### src/inc/sar_adc_pkg.sv
// constants and carrier types for the two-channel sar converter control
// assumes an 8-bit special function register port from the cpu core
package sar_adc_pkg;

  localparam logic [7:0] ADDR_CLOCK_DIVIDER = 8'hF2;
  localparam logic [7:0] ADDR_CONTROL = 8'hF3;
  localparam logic [7:0] ADDR_RESULT_LOW = 8'hF4;
  localparam logic [7:0] ADDR_RESULT_HIGH = 8'hF5;

  localparam logic [7:0] RESET_BYTE = 8'h00;

  // control register field positions
  localparam int CTRL_FREEZE_BIT = 6;
  localparam int CTRL_ENABLE_BIT = 5;
  localparam int CTRL_DONE_BIT = 4;
  localparam int CTRL_START_BIT = 3;
  localparam int CTRL_CHANNEL_BIT = 0;
  localparam logic [7:0] CTRL_WRITABLE_MASK = 8'h79;
  localparam logic [7:0] DIVIDER_WRITABLE_MASK = 8'h1F;
  localparam logic [7:0] LOW_WRITABLE_MASK = 8'h03;

  localparam logic [4:0] DIVIDER_ZERO = 5'h00;
  localparam logic [5:0] DIVIDER_ZERO_FACTOR = 6'h20;
  localparam logic [3:0] CONVERSION_PERIODS = 4'hB;

  typedef enum logic [1:0] {
    ST_STANDBY,
    ST_READY,
    ST_CONVERTING
  } conv_state_e;

  // special function register access from the core
  typedef struct packed {
    logic wr;
    logic rd;
    logic [7:0] addr;
    logic [7:0] wdata;
  } sfr_req_s;

  // analog front end interface
  typedef struct packed {
    logic sample;
    logic channel_second;
    logic powered;
  } afe_ctrl_s;

endpackage

### src/core/sar_adc_control.sv
// digital control of a two-channel 10-bit successive approximation converter
// assumes the core drives one sfr access per cycle; analog dac, comparator
// and sample-and-hold sit outside and answer with one bit per converter clock
//
// How it works
// RQ1: the converter clock is the peripheral clock divided by the 5-bit divider, 0 meaning 32.
// RQ2: channel select 0 converts the second analog input and 1 the first.
// RQ3: freeze plus start stalls the cpu until the conversion ends, then freeze clears itself.
// RQ4: the freeze reaches only the cpu stall output; every other peripheral keeps running.
// RQ5: interrupts during the freeze stay pending and are served by priority afterwards.
// RQ6: the converter works only while enabled and sits in low-power standby otherwise.
// RQ7: software waits the settling time after enabling before the first start.
// RQ8: writing start launches a conversion; start reads 1 until hardware clears it at the end.
// RQ9: a conversion lasts 11 converter clock periods from launch to result.
// RQ10: the end sets the done flag, which only software clears.
// RQ11: the interrupt request is the done flag gated by the interrupt enable.
// RQ12: the upper 8 result bits sit in the high register, the lower 2 in low register bits 1:0.
// RQ13: both result registers are read-only.
// RQ14: reserved bits read 0 and software leaves them at 0.
// RQ15: control, divider, high and low registers reset to 0.
// RQ16: both result registers load together at the end of a conversion.
// RQ17: a start written during a conversion neither restarts nor disturbs it.
module sar_adc_control
  import sar_adc_pkg::*;
(
  // clock and reset
  input wire logic i_mclk,
  input wire logic i_rst_n,
  // sfr port
  input wire sfr_req_s i_sfr,
  output logic [7:0] o_sfr_rdata,
  // interrupt enable bit from the second interrupt enable register
  input wire logic i_converter_interrupt_enable,
  // analog front end
  input wire logic i_comparator_high,
  output afe_ctrl_s o_afe,
  output logic [9:0] o_dac_code,
  // core and interrupt controller
  output logic o_cpu_freeze,
  output logic o_irq
);

  // register state
  logic [4:0] divider_value_q;
  logic freeze_q, enable_q, done_q, start_q, channel_q;
  logic [7:0] result_high_q;
  logic [1:0] result_low_q;
  conv_state_e state_q;
  // conversion engine
  logic [5:0] div_cnt_q;
  logic [3:0] period_q;
  logic [9:0] trial_q;
  logic [7:0] rdata_q;

  // decoding
  wire wr_ctrl = i_sfr.wr && (i_sfr.addr == ADDR_CONTROL);
  wire wr_div = i_sfr.wr && (i_sfr.addr == ADDR_CLOCK_DIVIDER);
  wire [7:0] wmask_ctrl = i_sfr.wdata & CTRL_WRITABLE_MASK;
  wire start_req = wr_ctrl && wmask_ctrl[CTRL_START_BIT];
  wire enable_next = wr_ctrl ? wmask_ctrl[CTRL_ENABLE_BIT] : enable_q;
  wire converting = (state_q == ST_CONVERTING);
  wire launch = start_req && enable_next && !converting; // RQ17 RQ6

  // converter clock tick: 0 selects a divide by 32
  wire [5:0] div_factor = (divider_value_q == DIVIDER_ZERO) ? DIVIDER_ZERO_FACTOR
                          : {1'b0, divider_value_q}; // RQ1
  wire adc_tick = converting && (div_cnt_q == div_factor - 6'h01); // RQ1
  wire last_period = adc_tick && (period_q == CONVERSION_PERIODS - 4'h1); // RQ9
  wire abort = converting && wr_ctrl && !wmask_ctrl[CTRL_ENABLE_BIT]; // RQ6

  // bit under trial during periods 1..10, period 0 is sampling
  function automatic logic [9:0] trial_bit(input logic [3:0] p);
    // period 1 tries the msb, period 10 the lsb
    trial_bit = (p == 4'h0 || p > 4'hA) ? 10'h000 : (10'h200 >> (p - 4'h1));
  endfunction

  wire [9:0] cur_bit = trial_bit(period_q);
  wire [9:0] next_bit = trial_bit(period_q + 4'h1);
  wire [9:0] kept = i_comparator_high ? trial_q : (trial_q & ~cur_bit);

  // control register; hardware set of done wins over a software clear
  always_ff @(posedge i_mclk or negedge i_rst_n)
  begin
    if (!i_rst_n)
    begin
      freeze_q <= 1'b0; // RQ15
      enable_q <= 1'b0;
      done_q <= 1'b0;
      channel_q <= 1'b0;
      divider_value_q <= 5'h00;
    end
    else
    begin
      if (wr_div)
        divider_value_q <= i_sfr.wdata[4:0] & DIVIDER_WRITABLE_MASK[4:0]; // RQ14
      if (wr_ctrl)
      begin
        enable_q <= wmask_ctrl[CTRL_ENABLE_BIT];
        if (!converting)
          channel_q <= wmask_ctrl[CTRL_CHANNEL_BIT]; // RQ17
        if (!converting || launch)
          freeze_q <= wmask_ctrl[CTRL_FREEZE_BIT];
      end
      if (last_period || abort)
        freeze_q <= 1'b0; // RQ3
      if (last_period)
        done_q <= 1'b1; // RQ10
      else if (wr_ctrl)
        done_q <= wmask_ctrl[CTRL_DONE_BIT];
    end
  end

  // sequencer
  always_ff @(posedge i_mclk or negedge i_rst_n)
  begin
    if (!i_rst_n)
    begin
      state_q <= ST_STANDBY;
      start_q <= 1'b0;
      div_cnt_q <= 6'h00;
      period_q <= 4'h0;
      trial_q <= 10'h000;
    end
    else
    begin
      unique case (state_q)
        ST_STANDBY, ST_READY:
        begin
          state_q <= enable_next ? ST_READY : ST_STANDBY; // RQ6
          if (launch)
          begin
            state_q <= ST_CONVERTING; // RQ8
            start_q <= 1'b1;
            div_cnt_q <= 6'h00;
            period_q <= 4'h0;
            trial_q <= 10'h000;
          end
        end
        ST_CONVERTING:
        begin
          if (abort)
          begin
            state_q <= ST_STANDBY;
            start_q <= 1'b0;
          end
          else if (last_period)
          begin
            state_q <= ST_READY;
            start_q <= 1'b0; // RQ8
            trial_q <= kept;
          end
          else if (adc_tick)
          begin
            div_cnt_q <= 6'h00;
            period_q <= period_q + 4'h1;
            trial_q <= kept | next_bit;
          end
          else
            div_cnt_q <= div_cnt_q + 6'h01;
        end
        // the unused state code falls back to standby
        default:
        begin
          state_q <= ST_STANDBY;
          start_q <= 1'b0;
        end
      endcase
    end
  end

  // result registers load as one word
  always_ff @(posedge i_mclk or negedge i_rst_n)
  begin
    if (!i_rst_n)
    begin
      result_high_q <= 8'h00; // RQ15
      result_low_q <= 2'h0;
    end
    else if (last_period)
    begin
      // lsb decision is taken in the same edge, so load the kept code
      result_high_q <= kept[9:2]; // RQ12 RQ16
      result_low_q <= kept[1:0];
    end
  end

  // read data; writes to result addresses fall through unused
  wire [7:0] ctrl_view = {1'b0, freeze_q, enable_q, done_q, start_q, 2'b00, channel_q}; // RQ14
  wire [7:0] read_mux = (i_sfr.addr == ADDR_CONTROL) ? ctrl_view
                      : (i_sfr.addr == ADDR_CLOCK_DIVIDER) ? {3'b000, divider_value_q}
                      : (i_sfr.addr == ADDR_RESULT_HIGH) ? result_high_q
                      : (i_sfr.addr == ADDR_RESULT_LOW) ? ({6'h00, result_low_q} & LOW_WRITABLE_MASK)
                      : RESET_BYTE; // RQ13

  always_ff @(posedge i_mclk or negedge i_rst_n)
  begin
    if (!i_rst_n)
      rdata_q <= RESET_BYTE;
    else if (i_sfr.rd)
      rdata_q <= read_mux;
  end

  assign o_sfr_rdata = rdata_q;
  // only the core stalls; pending interrupts wait in the interrupt controller
  assign o_cpu_freeze = freeze_q && converting; // RQ3 RQ4 RQ5
  assign o_irq = done_q && i_converter_interrupt_enable; // RQ11
  assign o_dac_code = trial_q;
  assign o_afe.sample = converting && (period_q == 4'h0);
  assign o_afe.channel_second = !channel_q; // RQ2
  assign o_afe.powered = enable_q; // RQ6

endmodule

### config.mk
export PLATFORM = sky130hd
export DESIGN_NAME = sar_adc_control
export DESIGN_NICKNAME = d
export VERILOG_FILES = /design/src/inc/sar_adc_pkg.sv /design/src/core/sar_adc_control.sv
export SDC_FILE = /design/constraint.sdc
export NUM_CORES = 1
export LEC_CHECK = 0
export ABC_CLOCK_PERIOD_IN_PS = 2300
export BUFFER_PORTS_ARGS = -buffer_cell sky130_fd_sc_hd__clkbuf_2
export CORE_MARGIN = 2
export CORE_UTILIZATION = 51
export CTS_CLUSTER_SIZE = 24
export DETAILED_ROUTE_END_ITERATION = 12
export HOLD_SLACK_MARGIN = 0.02
export PLACE_DENSITY = 0.76
export SYNTH_ARGS = -nofsm -noshare
export SYNTH_HDL_FRONTEND = slang
export SYNTH_SLANG_ARGS = --single-unit
### constraint.sdc
create_clock -name i_mclk -period 2.3 [get_ports i_mclk]
set_input_delay 0.345 -clock i_mclk [delete_from_list [all_inputs] [get_ports i_mclk]]
set_output_delay 0.345 -clock i_mclk [all_outputs]
set_load 0.02 [all_outputs]
==> impl_metrics.yaml, run 1 <==
setup_path:
  worstPathArrival_ns: 2.41
  cp_top_family: "simple AND/OR/NAND/NOR gates"
  worstPathRequired_ns: 2.51
  path_depth: 8
  endpoint_kind: "flop"
  crit_type: "flop to flop"
  reg2reg_depth: 8
  cp_slowest_cell: "dfrtp_1"
  reg2reg_slack_ns: 0.1
  worst-path-buf-inv: 2
  cp-start-kind: "flop"
  path_cells: "inv_1 -> ha_1 -> xnor2_2 -> nor4_4 -> buf_4 -> and3_2 -> nand3_1 -> a32o_1"
  cp_max_fo: 10
  slowest_delay_ns: 0.38
yosys:
  synth_top_cell_area_share_pct: 43.69
  syn_avg_cell_area_um2: 9.390
  synth_seq_cells: 50
  syn_area_mm2: 0.002864
  ys_warn_count: 0
  synth_area_leader_cell: "dfrtp_1"
  synth_edf_count: 0
  async_flop_share_pct: 100.0
  yosysMostFrequentCell: "dfrtp_1"
  synthCells: 305
  synthFlopType: "dfrtp_1"
  synth_area_leaders: "dfrtp_1, nand2_1, ha_1"
  ys_seq_area_share_pct: 43.69
  synth_common_cells: "dfrtp_1, nand2_1, inv_1, nand3_1"
  ys_types: 61
  synth_nets: 336
floorplan:
  io_pins: 45
  initial_core_util_pct: 52.33
  die_h_um: 78.94
  die_w_um: 78.94
  dieArea_mm2: 0.006231
  coreArea_mm2: 0.005473
  rows: 27
clock_network:
  cts.clk_slew.worst_paths_ns: 0.10
  cts_tree: "built"
  hold_buffers: 0
  clk_latency_ns: 0.31
  cts_buffers: 5
  ctsRootBufferMaster: "clkbuf_8"
  htreeDepth: 2
  clockBufferDepth: 2
  cts_sinks: 50
routing:
  via_count: 2516
  drt-vias-per-instance: 5.811
  wirelength_um: 6796
  final_antenna_net_count: 0
  dr.first_iter.drc_count: 124
  firstDrtPassIters: 4
  wire_per_inst_um: 15.70
  drc: 0
flow_run:
  maxCapViolations: 0
timing:
  fin_crit_ns: 2.202
  worst_hold_slack_ns: 0.03946
  worstMarginPinSlew_ns: 0.7152
  fin_skew_ns: 0.007074
  fin_crit_sh_pct: 95.73
  slew_viol_final: 0
  rsz0062_at_grt: "no"
  max_freq_ghz: 0.4542
  timing.slew.headroom_pct: 51.88
  hold_viol_final: 0
  report.final.setup_viol: 0
global_route:
  grt_pass1_vias: 2373
  antenna_found_initial: 0
  grt_pass1_wl_um: 11260
  grt.overflow.total: 0
  grt_usage_pct: 23.04
  grt_max_degree: 26
power:
  total_power_mw: 1.683
  p_leak_nw: 1.570
  ir_worst_vdd_mv: 0.3481
  power_density_mw_per_mm2: 491.7
place:
  place.gp.congestion: 0.8984
  placed_cell_area_mm2: 0.003239
  place_hpwl_um: 5067
  port_buffers: 43
  dp.cells: 424
cells_and_area:
  finalNetCount: 391
  diodes: 0
  fin_cells: 433
  drive_gt1_share_pct: 27.70
  final_core_util_pct: 62.53
  n_fill_cell: 493
  final_area_mm2: 0.003422
  area_growth_pct: 19.48
hold_path:
  hp-class: "input port to asynchronous set/reset pin"
status:
  outcome: "finished clean"
## final timing paths
check,startpoint,to
setup reg to reg,divider_value_q[1]$_DFFE_PN0P_,o_dac_code[4]$_DFFE_PN0P_
hold reg to reg,result_high_q[0]$_DFFE_PN0P_,result_high_q[0]$_DFFE_PN0P_
max in group asynchronous,i_rst_n,result_low_q[1]$_DFFE_PN0P_
hold / removal,i_rst_n,divider_value_q[2]$_DFFE_PN0P_
min in group i_mclk,i_sfr[1],divider_value_q[1]$_DFFE_PN0P_
setup / recovery,divider_value_q[1]$_DFFE_PN0P_,o_dac_code[4]$_DFFE_PN0P_
## report_power, final
part | leakage (nW) | internal (mW) | switching (mW)
registers | 0.601 | 0.904 | 0.0307
clock network | 0.0478 | 0.248 | 0.306
logic | 0.921 | 0.0808 | 0.114
total | 1.57 | 1.23 | 0.450
## layout by cell type, fill, tap and decap left out, types with 6 or more instances in the layout
cell type	instances
a21oi_1	15
a32o_1	8
buf_4	21
clkbuf_2	43
clkbuf_8	6
dfrtp_1	48
ha_1	9
inv_1	18
mux2_2	6
nand2_1	43
nand3_1	18
nor2_1	14
nor3_1	6
o21ai_0	15
xnor2_1	6
## cell families (layout without fill, tap and decap cells)
group	count (synthesis)	count (layout)	share of synthesized area (%)
compound gates	72	72	17.17
xor+xnor	9	9	2.752
fa+ha+maj	9	9	3.932
buf+inv	34	90	5.897
flops	50	50	43.69
mux	9	9	3.407
simple gates	122	122	23.15
## through the flow
stage	TNS (ns)	setup slack, ns
floorplan	0	0.009216
global placement	-0.08102	-0.02163
detailed placement	-0.5041	-0.08440
CTS	-0.004328	-0.004328
global route	0	0.002443
finish	0	0.09816
## final cells by class
type	count	area (µm²)	area share, %
flip-flops and latches	50	1254	36.64
repair buffers	64	372.9	10.90
inverters	18	67.56	1.974
multi-input cells	221	1539	44.97
well taps	72	90.09	2.633
clock buffers	6	82.58	2.413
clock inverters	2	16.27	0.4753
## repair_timing
action	4_1_cts	5_1_grt
pin swaps	1	4
setup buffers	0	1
endpoints found under the setup margin	8	14
resized for setup	5	8
## layer usage
metal | vias to the layer above | wire length (µm) | GRT usage (%) | share of wire (%)
met3 | 10 | 354 | 3.977 | 5.2
li1 | 1206 | - | - | -
met1 | 1223 | 3157 | 31.47 | 46
met2 | 77 | 3187 | 38.12 | 47
met5 | - | 0 | 0 | 0
met4 | 0 | 97 | 6.379 | 1.4
## flip-flops by register name (all words and copies together) (netlist names), 2 cells and up
signal,cells
result_high_q,8
o_sfr_rdata,8
state_q,2
div_cnt_q,6
divider_value_q,5
period_q,4
result_low_q,2
o_dac_code,10
Power figures use the tool's default switching activity.
==> inputs of run 2 (changes only) <==
Settings changed: ABC_AREA set to 1, CORE_UTILIZATION 51 to 52.
==> run 2 against run 1 <==
Compared with the run above:
- clock-buffer cell count shrank 1
- clock power is 3% lower
- clock skew increased by 0.0064 ns
- area after synthesis rose by 9.1%
==> impl_metrics.yaml, run 2 <==
status:
  outcome: "finished clean"
cells_and_area:
  drive_gt1_share_pct: 19.19
  finalNetCount: 499
  largest_reg_flops: 10
  diodes: 0
  n_fill_cell: 551
  layout_commonest_cell: "nand2_1"
  mostFrequentLayoutCells: "nand2_1, dfrtp_1, clkbuf_2, inv_1, nand3_1"
  area_growth_pct: 12.21
global_route:
  grt_usage_pct: 22.98
  antenna_found_initial: 0
  grt_pass1_wl_um: 12080
  grt_pass1_vias: 2699
  grt_max_degree: 51
  grt.overflow.total: 0
routing:
  via_count: 2855
  wirelength_um: 6980
  drt-vias-per-instance: 5.248
  final_antenna_net_count: 0
  drc: 0
  dr.first_iter.drc_count: 139
  wire_per_inst_um: 12.83
  firstDrtPassIters: 5
timing:
  tns_ns: 0
  slew_viol_final: 0
  fin_skew_ns: 0.01344
  hold_viol_final: 0
  timing.final.ws_setup_ns: 0.2452
  report.final.setup_viol: 0
  max_freq_ghz: 0.4867
  fin_crit_sh_pct: 89.34
  worstMarginPinSlew_ns: 0.4917
  timing.slew.headroom_pct: 67.22
  rsz0062_at_grt: "no"
  fin_crit_ns: 2.055
  worst_hold_slack_ns: 0.007210
power:
  p_switching_uw: 416.1
  power_frac_seq_pct: 57.9
  power_density_mw_per_mm2: 450.9
  ir_worst_vdd_mv: 0.2605
  internal_power_mw: 1.165
  p_comb_share_pct: 8.1
  p_clk_share_pct: 34.0
  p_leak_nw: 1.865
  switching_share_pct: 26.31
floorplan:
  coreArea_mm2: 0.005851
  dieArea_mm2: 0.006646
  rows: 28
  die_h_um: 81.53
  io_pins: 45
  die_w_um: 81.53
  initial_core_util_pct: 53.42
clock_network:
  clockBufferDepth: 2
  htreeDepth: 2
  cts_buffers: 5
  cts_tree: "built"
  clk_latency_ns: 0.31
  ctsRootBufferMaster: "clkbuf_8"
  cts_sinks: 50
  post_cts_buffers: 0
  cts.clk_slew.worst_paths_ns: 0.11
setup_path:
  path_cells: "inv_2 -> ha_1 -> nor2_1 -> nor2_1 -> nand2_1 -> nor2_1 -> nand2_1 -> nor2_8 -> nand3_4 -> nand2_4 -> nand2_1 -> o21ai_0"
  worstPathRequired_ns: 2.52
  cp_slowest_cell: "dfrtp_1"
  cp-start-kind: "flop"
  reg2reg_depth: 12
  endpoint_kind: "flop"
  worstPathArrival_ns: 2.27
  r2r-start: "divider_value_q[0]$_DFFE_PN0P_"
  reg2reg_to: "div_cnt_q[1]$_DFFE_PN0P_"
  cp_max_fo: 13
  reg2reg_slack_ns: 0.25
  slowest_delay_ns: 0.41
  crit_type: "flop to flop"
yosys:
  synthSimpleGateAreaFrac_pct: 36.75
  async_flop_share_pct: 100.0
  yosysMostFrequentCell: "nand2_1"
  yosys.area_share.adder_pct: 3.603
  synthFlopType: "dfrtp_1"
  syn_avg_cell_area_um2: 7.424
  syn_area_mm2: 0.003125
  ys_warn_count: 0
  synth_top_cell_area_share_pct: 40.03
  synth_area_leaders: "dfrtp_1, nand2_1, nand3_1"
  synth_nets: 452
  synth_common_cells: "nand2_1, dfrtp_1, inv_1"
  synth_top_family_by_area: "simple AND/OR/NAND/NOR gates"
  synth_area_leader_cell: "dfrtp_1"
  ys_seq_area_share_pct: 40.03
  synth_seq_cells: 50
  synth_edf_count: 0
  synth-compound-area-share_pct: 10.61
  ys_types: 33
  synth-xor-area-share_pct: 1.121
  synthMuxAreaShare_pct: 0
  synthCells: 421
flow_run:
  maxCapViolations: 0
hold_path:
  hp-class: "input port to asynchronous set/reset pin"
place:
  place_hpwl_um: 5337
  port_buffers: 43
  place.gp.congestion: 0.8978
  post-place-ws_ns: 0.2666
-- run 2: changes by cell type after synthesis, sizes merged, moves of 6 or more --
cell / change
nand2: +110
inv: +31
nor2: +25
o21ai: +21
nand3: +15
nand4: +11
a21oi: -9
a32o: -8
clkbuf: -8
xnor2: -8
mux2: -6
-- run 2: logic make-up (layout without fill, tap and decap cells) --
| family | Yosys count | in the layout |
|---|---|---|
| simple gates | 245 | 245 |
| buf+inv | 56 | 104 |
| fa+ha+maj | 9 | 9 |
| compound gates | 57 | 57 |
| flops | 50 | 50 |
| xor+xnor | 4 | 4 |
-- run 2: critical path: cells and delay by family (launching register included) --
kind	cells	cell delay, ns
and+or+nand+nor	9	1.12
DFF	1	0.41
adders and majority gates	1	0.30
AOI/OAI and AO/OA	1	0.08
buffers and inverters	1	0.07
-- run 2: how the worst max path moves through the flow --
stage | startpoint | endpoint | depth (start not counted)
finish | divider_value_q[0]$_DFFE_PN0P_ | div_cnt_q[1]$_DFFE_PN0P_ | 12
global route | divider_value_q[1]$_DFFE_PN0P_ | start_q$_DFFE_PN0P_ | 13
CTS | divider_value_q[0]$_DFFE_PN0P_ | result_high_q[7]$_DFFE_PN0P_ | 11
detailed placement | period_q[0]$_DFFE_PN0P_ | o_dac_code[8]$_DFFE_PN0P_ | 10
global placement | divider_value_q[0]$_DFFE_PN0P_ | result_high_q[5]$_DFFE_PN0P_ | 11
floorplan | period_q[0]$_DFFE_PN0P_ | o_dac_code[2]$_DFFE_PN0P_ | 11
-- run 2: area by class of cell --
class	count	area, µm²	share of cell area (%)
repair buffers	46	250.2	7.135
inverters	50	190.2	5.423
multi-input cells	315	1628	46.41
flip-flops and latches	50	1251	35.68
well taps	75	93.84	2.676
clock inverters	3	25.02	0.7135
clock buffers	5	68.82	1.962
-- run 2: through the flow --
| step | util (%) | cells | area, µm² | total power [mW] |
|---|---|---|---|---|
| final | 59.94 | 544 | 3507 | 1.581 |
| after global routing | 59.94 | 544 | 3507 | 1.653 |
| after CTS | 59.94 | 544 | 3507 | 1.594 |
| after detailed placement | 58.34 | 536 | 3413 | 1.063 |
| after global placement | 58.34 | 536 | 3413 | 1.057 |
| after floorplan | - | 421 | 3126 | 0.9988 |
-- run 2: timing repair --
action | in CTS | in global routing
hold endpoints to repair | 0 | 0
setup endpoints to repair | 0 | 1
hold buffers | 0 | 0
gates resized for setup | 0 | 1
-- run 2: routing by layer --
layer / GRT usage, % / wire length (µm) / vias to the layer above
met2: 39.67 / 3315 / 84
met5: 0 / 0 / -
met4: 6.271 / 81 / 0
met3: 3.077 / 382 / 9
li1: - / - / 1442
met1: 30.27 / 3200 / 1320
-- run 2: power groups by stage --
stage               clock, mW  sequential (mW)  combinational (mW)
detailed placement          0            0.933               0.130
CTS                     0.548            0.915               0.130
floorplan                   0            0.932              0.0666
global placement            0            0.932               0.126
finish                  0.537            0.916               0.128
global route            0.586            0.918               0.149
==> inputs of run 3 (changes only) <==
Settings changed: CORE_UTILIZATION 52 to 40, PLACE_DENSITY 0.76 to unset.
==> run 3 against run 2 <==
Compared with the run above:
- worst hold slack gained 0.13 ns
- critical path depth fell by 1
- critical endpoint is now result_high_q[7]$_DFFE_PN0P_
- routed wire length is 1.8% higher
- clock power grew 0.9%
- flip-flop and latch count unchanged
==> impl_metrics.yaml, run 3 (same netlist as run 2, synthesis figures left out) <==
status:
  outcome: "finished clean"
floorplan:
  initial_core_util_pct: 40.87
  die_h_um: 92.40
  coreArea_mm2: 0.007647
  io_pins: 45
  die_w_um: 92.40
  dieArea_mm2: 0.008537
  rows: 32
flow_run:
  maxCapViolations: 0
clock_network:
  cts_buffers: 5
  hold_buffers: 0
  ctsResizeCount: 0
  clk_latency_ns: 0.31
  cts_sinks: 50
  cts.clk_slew.worst_paths_ns: 0.10
  ctsRootBufferMaster: "clkbuf_8"
  htreeDepth: 2
  clockBufferDepth: 2
  cts_tree: "built"
power:
  ir_worst_vdd_mv: 0.2196
  p_leak_nw: 1.866
  power_density_mw_per_mm2: 447.2
routing:
  final_antenna_net_count: 0
  firstDrtPassIters: 4
  wire_per_inst_um: 12.43
  via_count: 2799
  drc: 0
  drt-vias-per-instance: 4.893
  dr.first_iter.drc_count: 104
  wirelength_um: 7109
setup_path:
  cp_max_fo: 13
  endpoint_kind: "flop"
  worstPathArrival_ns: 2.32
  crit_type: "flop to flop"
  worstPathRequired_ns: 2.56
  cp-start-kind: "flop"
global_route:
  grt_max_degree: 51
  grt_pass1_wl_um: 12160
  antenna_found_initial: 0
  grt.overflow.total: 0
  grt_usage_pct: 17.60
  grt_pass1_vias: 2608
timing:
  fin_crit_sh_pct: 89.89
  hold_viol_final: 0
  report.final.setup_viol: 0
  fin_skew_ns: 0.009613
  max_freq_ghz: 0.4837
  timing.slew.headroom_pct: 57.33
  worstMarginPinSlew_ns: 0.6400
  slew_viol_final: 0
  fin_crit_ns: 2.067
  rsz0062_at_grt: "yes"
  worst_hold_slack_ns: 0.1401
hold_path:
  hp-class: "input port to asynchronous set/reset pin"
cells_and_area:
  layout_commonest_cell: "nand2_1"
  drive_gt1_share_pct: 19.15
  finalNetCount: 500
  diodes: 0
  mostFrequentLayoutCells: "nand2_1, dfrtp_1, clkbuf_2, inv_1, nand3_1"
  final_core_util_pct: 46.24
  area_growth_pct: 13.13
  largest_reg_flops: 10
place:
  place.gp.congestion: 0.9186
  place_hpwl_um: 5505
  port_buffers: 43
-- run 3: changes by cell type in the layout (fill, tap and decap cells not counted), sizes merged --
| cell | change |
|---|---|
| buf | +1 |
-- run 3: where the power goes --
group	total (mW)	internal (mW)	switching, mW
registers	0.915	0.900	0.0152
clock network	0.542	0.220	0.322
logic	0.124	0.0424	0.0813
-- run 3: per-layer routing --
layer  wire [µm]  track usage, %
met4         124           5.473
met1        3544           23.50
met2        3138           28.89
met5           0               0
met3         301           3.417
-- run 3: final timing paths --
path | start | endpoint | slack, ns | depth (start not counted)
max in group asynchronous | i_rst_n | start_q$_DFFE_PN0P_ | 1.73 | 2
worst max-delay path | divider_value_q[0]$_DFFE_PN0P_ | result_high_q[7]$_DFFE_PN0P_ | 0.23 | 11
worst min register to register | o_sfr_rdata[2]$_DFFE_PN0P_ | o_sfr_rdata[2]$_DFFE_PN0P_ | 0.49 | 2
worst max register to register | divider_value_q[0]$_DFFE_PN0P_ | result_high_q[7]$_DFFE_PN0P_ | 0.23 | 11
worst min-delay path | i_rst_n | o_dac_code[3]$_DFFE_PN0P_ | 0.14 | 2
min in group i_mclk | i_sfr[2] | divider_value_q[2]$_DFFE_PN0P_ | 0.29 | 3
-- run 3: area by class of cell --
cell class,instances,area (µm²)
repair buffers,47,245.2
well taps,102,127.6
fillers,810,4111
inverters,50,190.2
clock buffers,5,68.82
flip-flops and latches,50,1251
multi-input cells,315,1628
clock inverters,3,25.02
-- run 3: critical path: stages (launching register included) --
cell and delay, ns:
dfrtp_1 0.42, inv_2 0.07, ha_1 0.29, nor2_1 0.05, nor2_1 0.09, nand2_1 0.06, nor2_1 0.08, nand2_1 0.13
nor2_8 0.23, nand3_4 0.21, inv_1 0.25, o21a_1 0.14
-- run 3: what timing repair did --
action	in CTS	in global routing
endpoints found under the hold margin	0	0
setup buffers	0	0
endpoints found under the setup margin	0	2
-- run 3: stage by stage --
stage / setup TNS, ns / power [mW] / setup slack, ns / instance area (µm²) / instances
finish: 0 / 1.581 / 0.2325 / 3536 / 572
global route: -0.006197 / 1.654 / -0.003813 / 3536 / 572
CTS: 0 / 1.605 / 0.2057 / 3536 / 572
detailed placement: 0 / 1.059 / 0.2048 / 3442 / 564
global placement: 0 / 1.057 / 0.2495 / 3442 / 564
floorplan: 0 / 0.9988 / 0.4928 / 3126 / 421
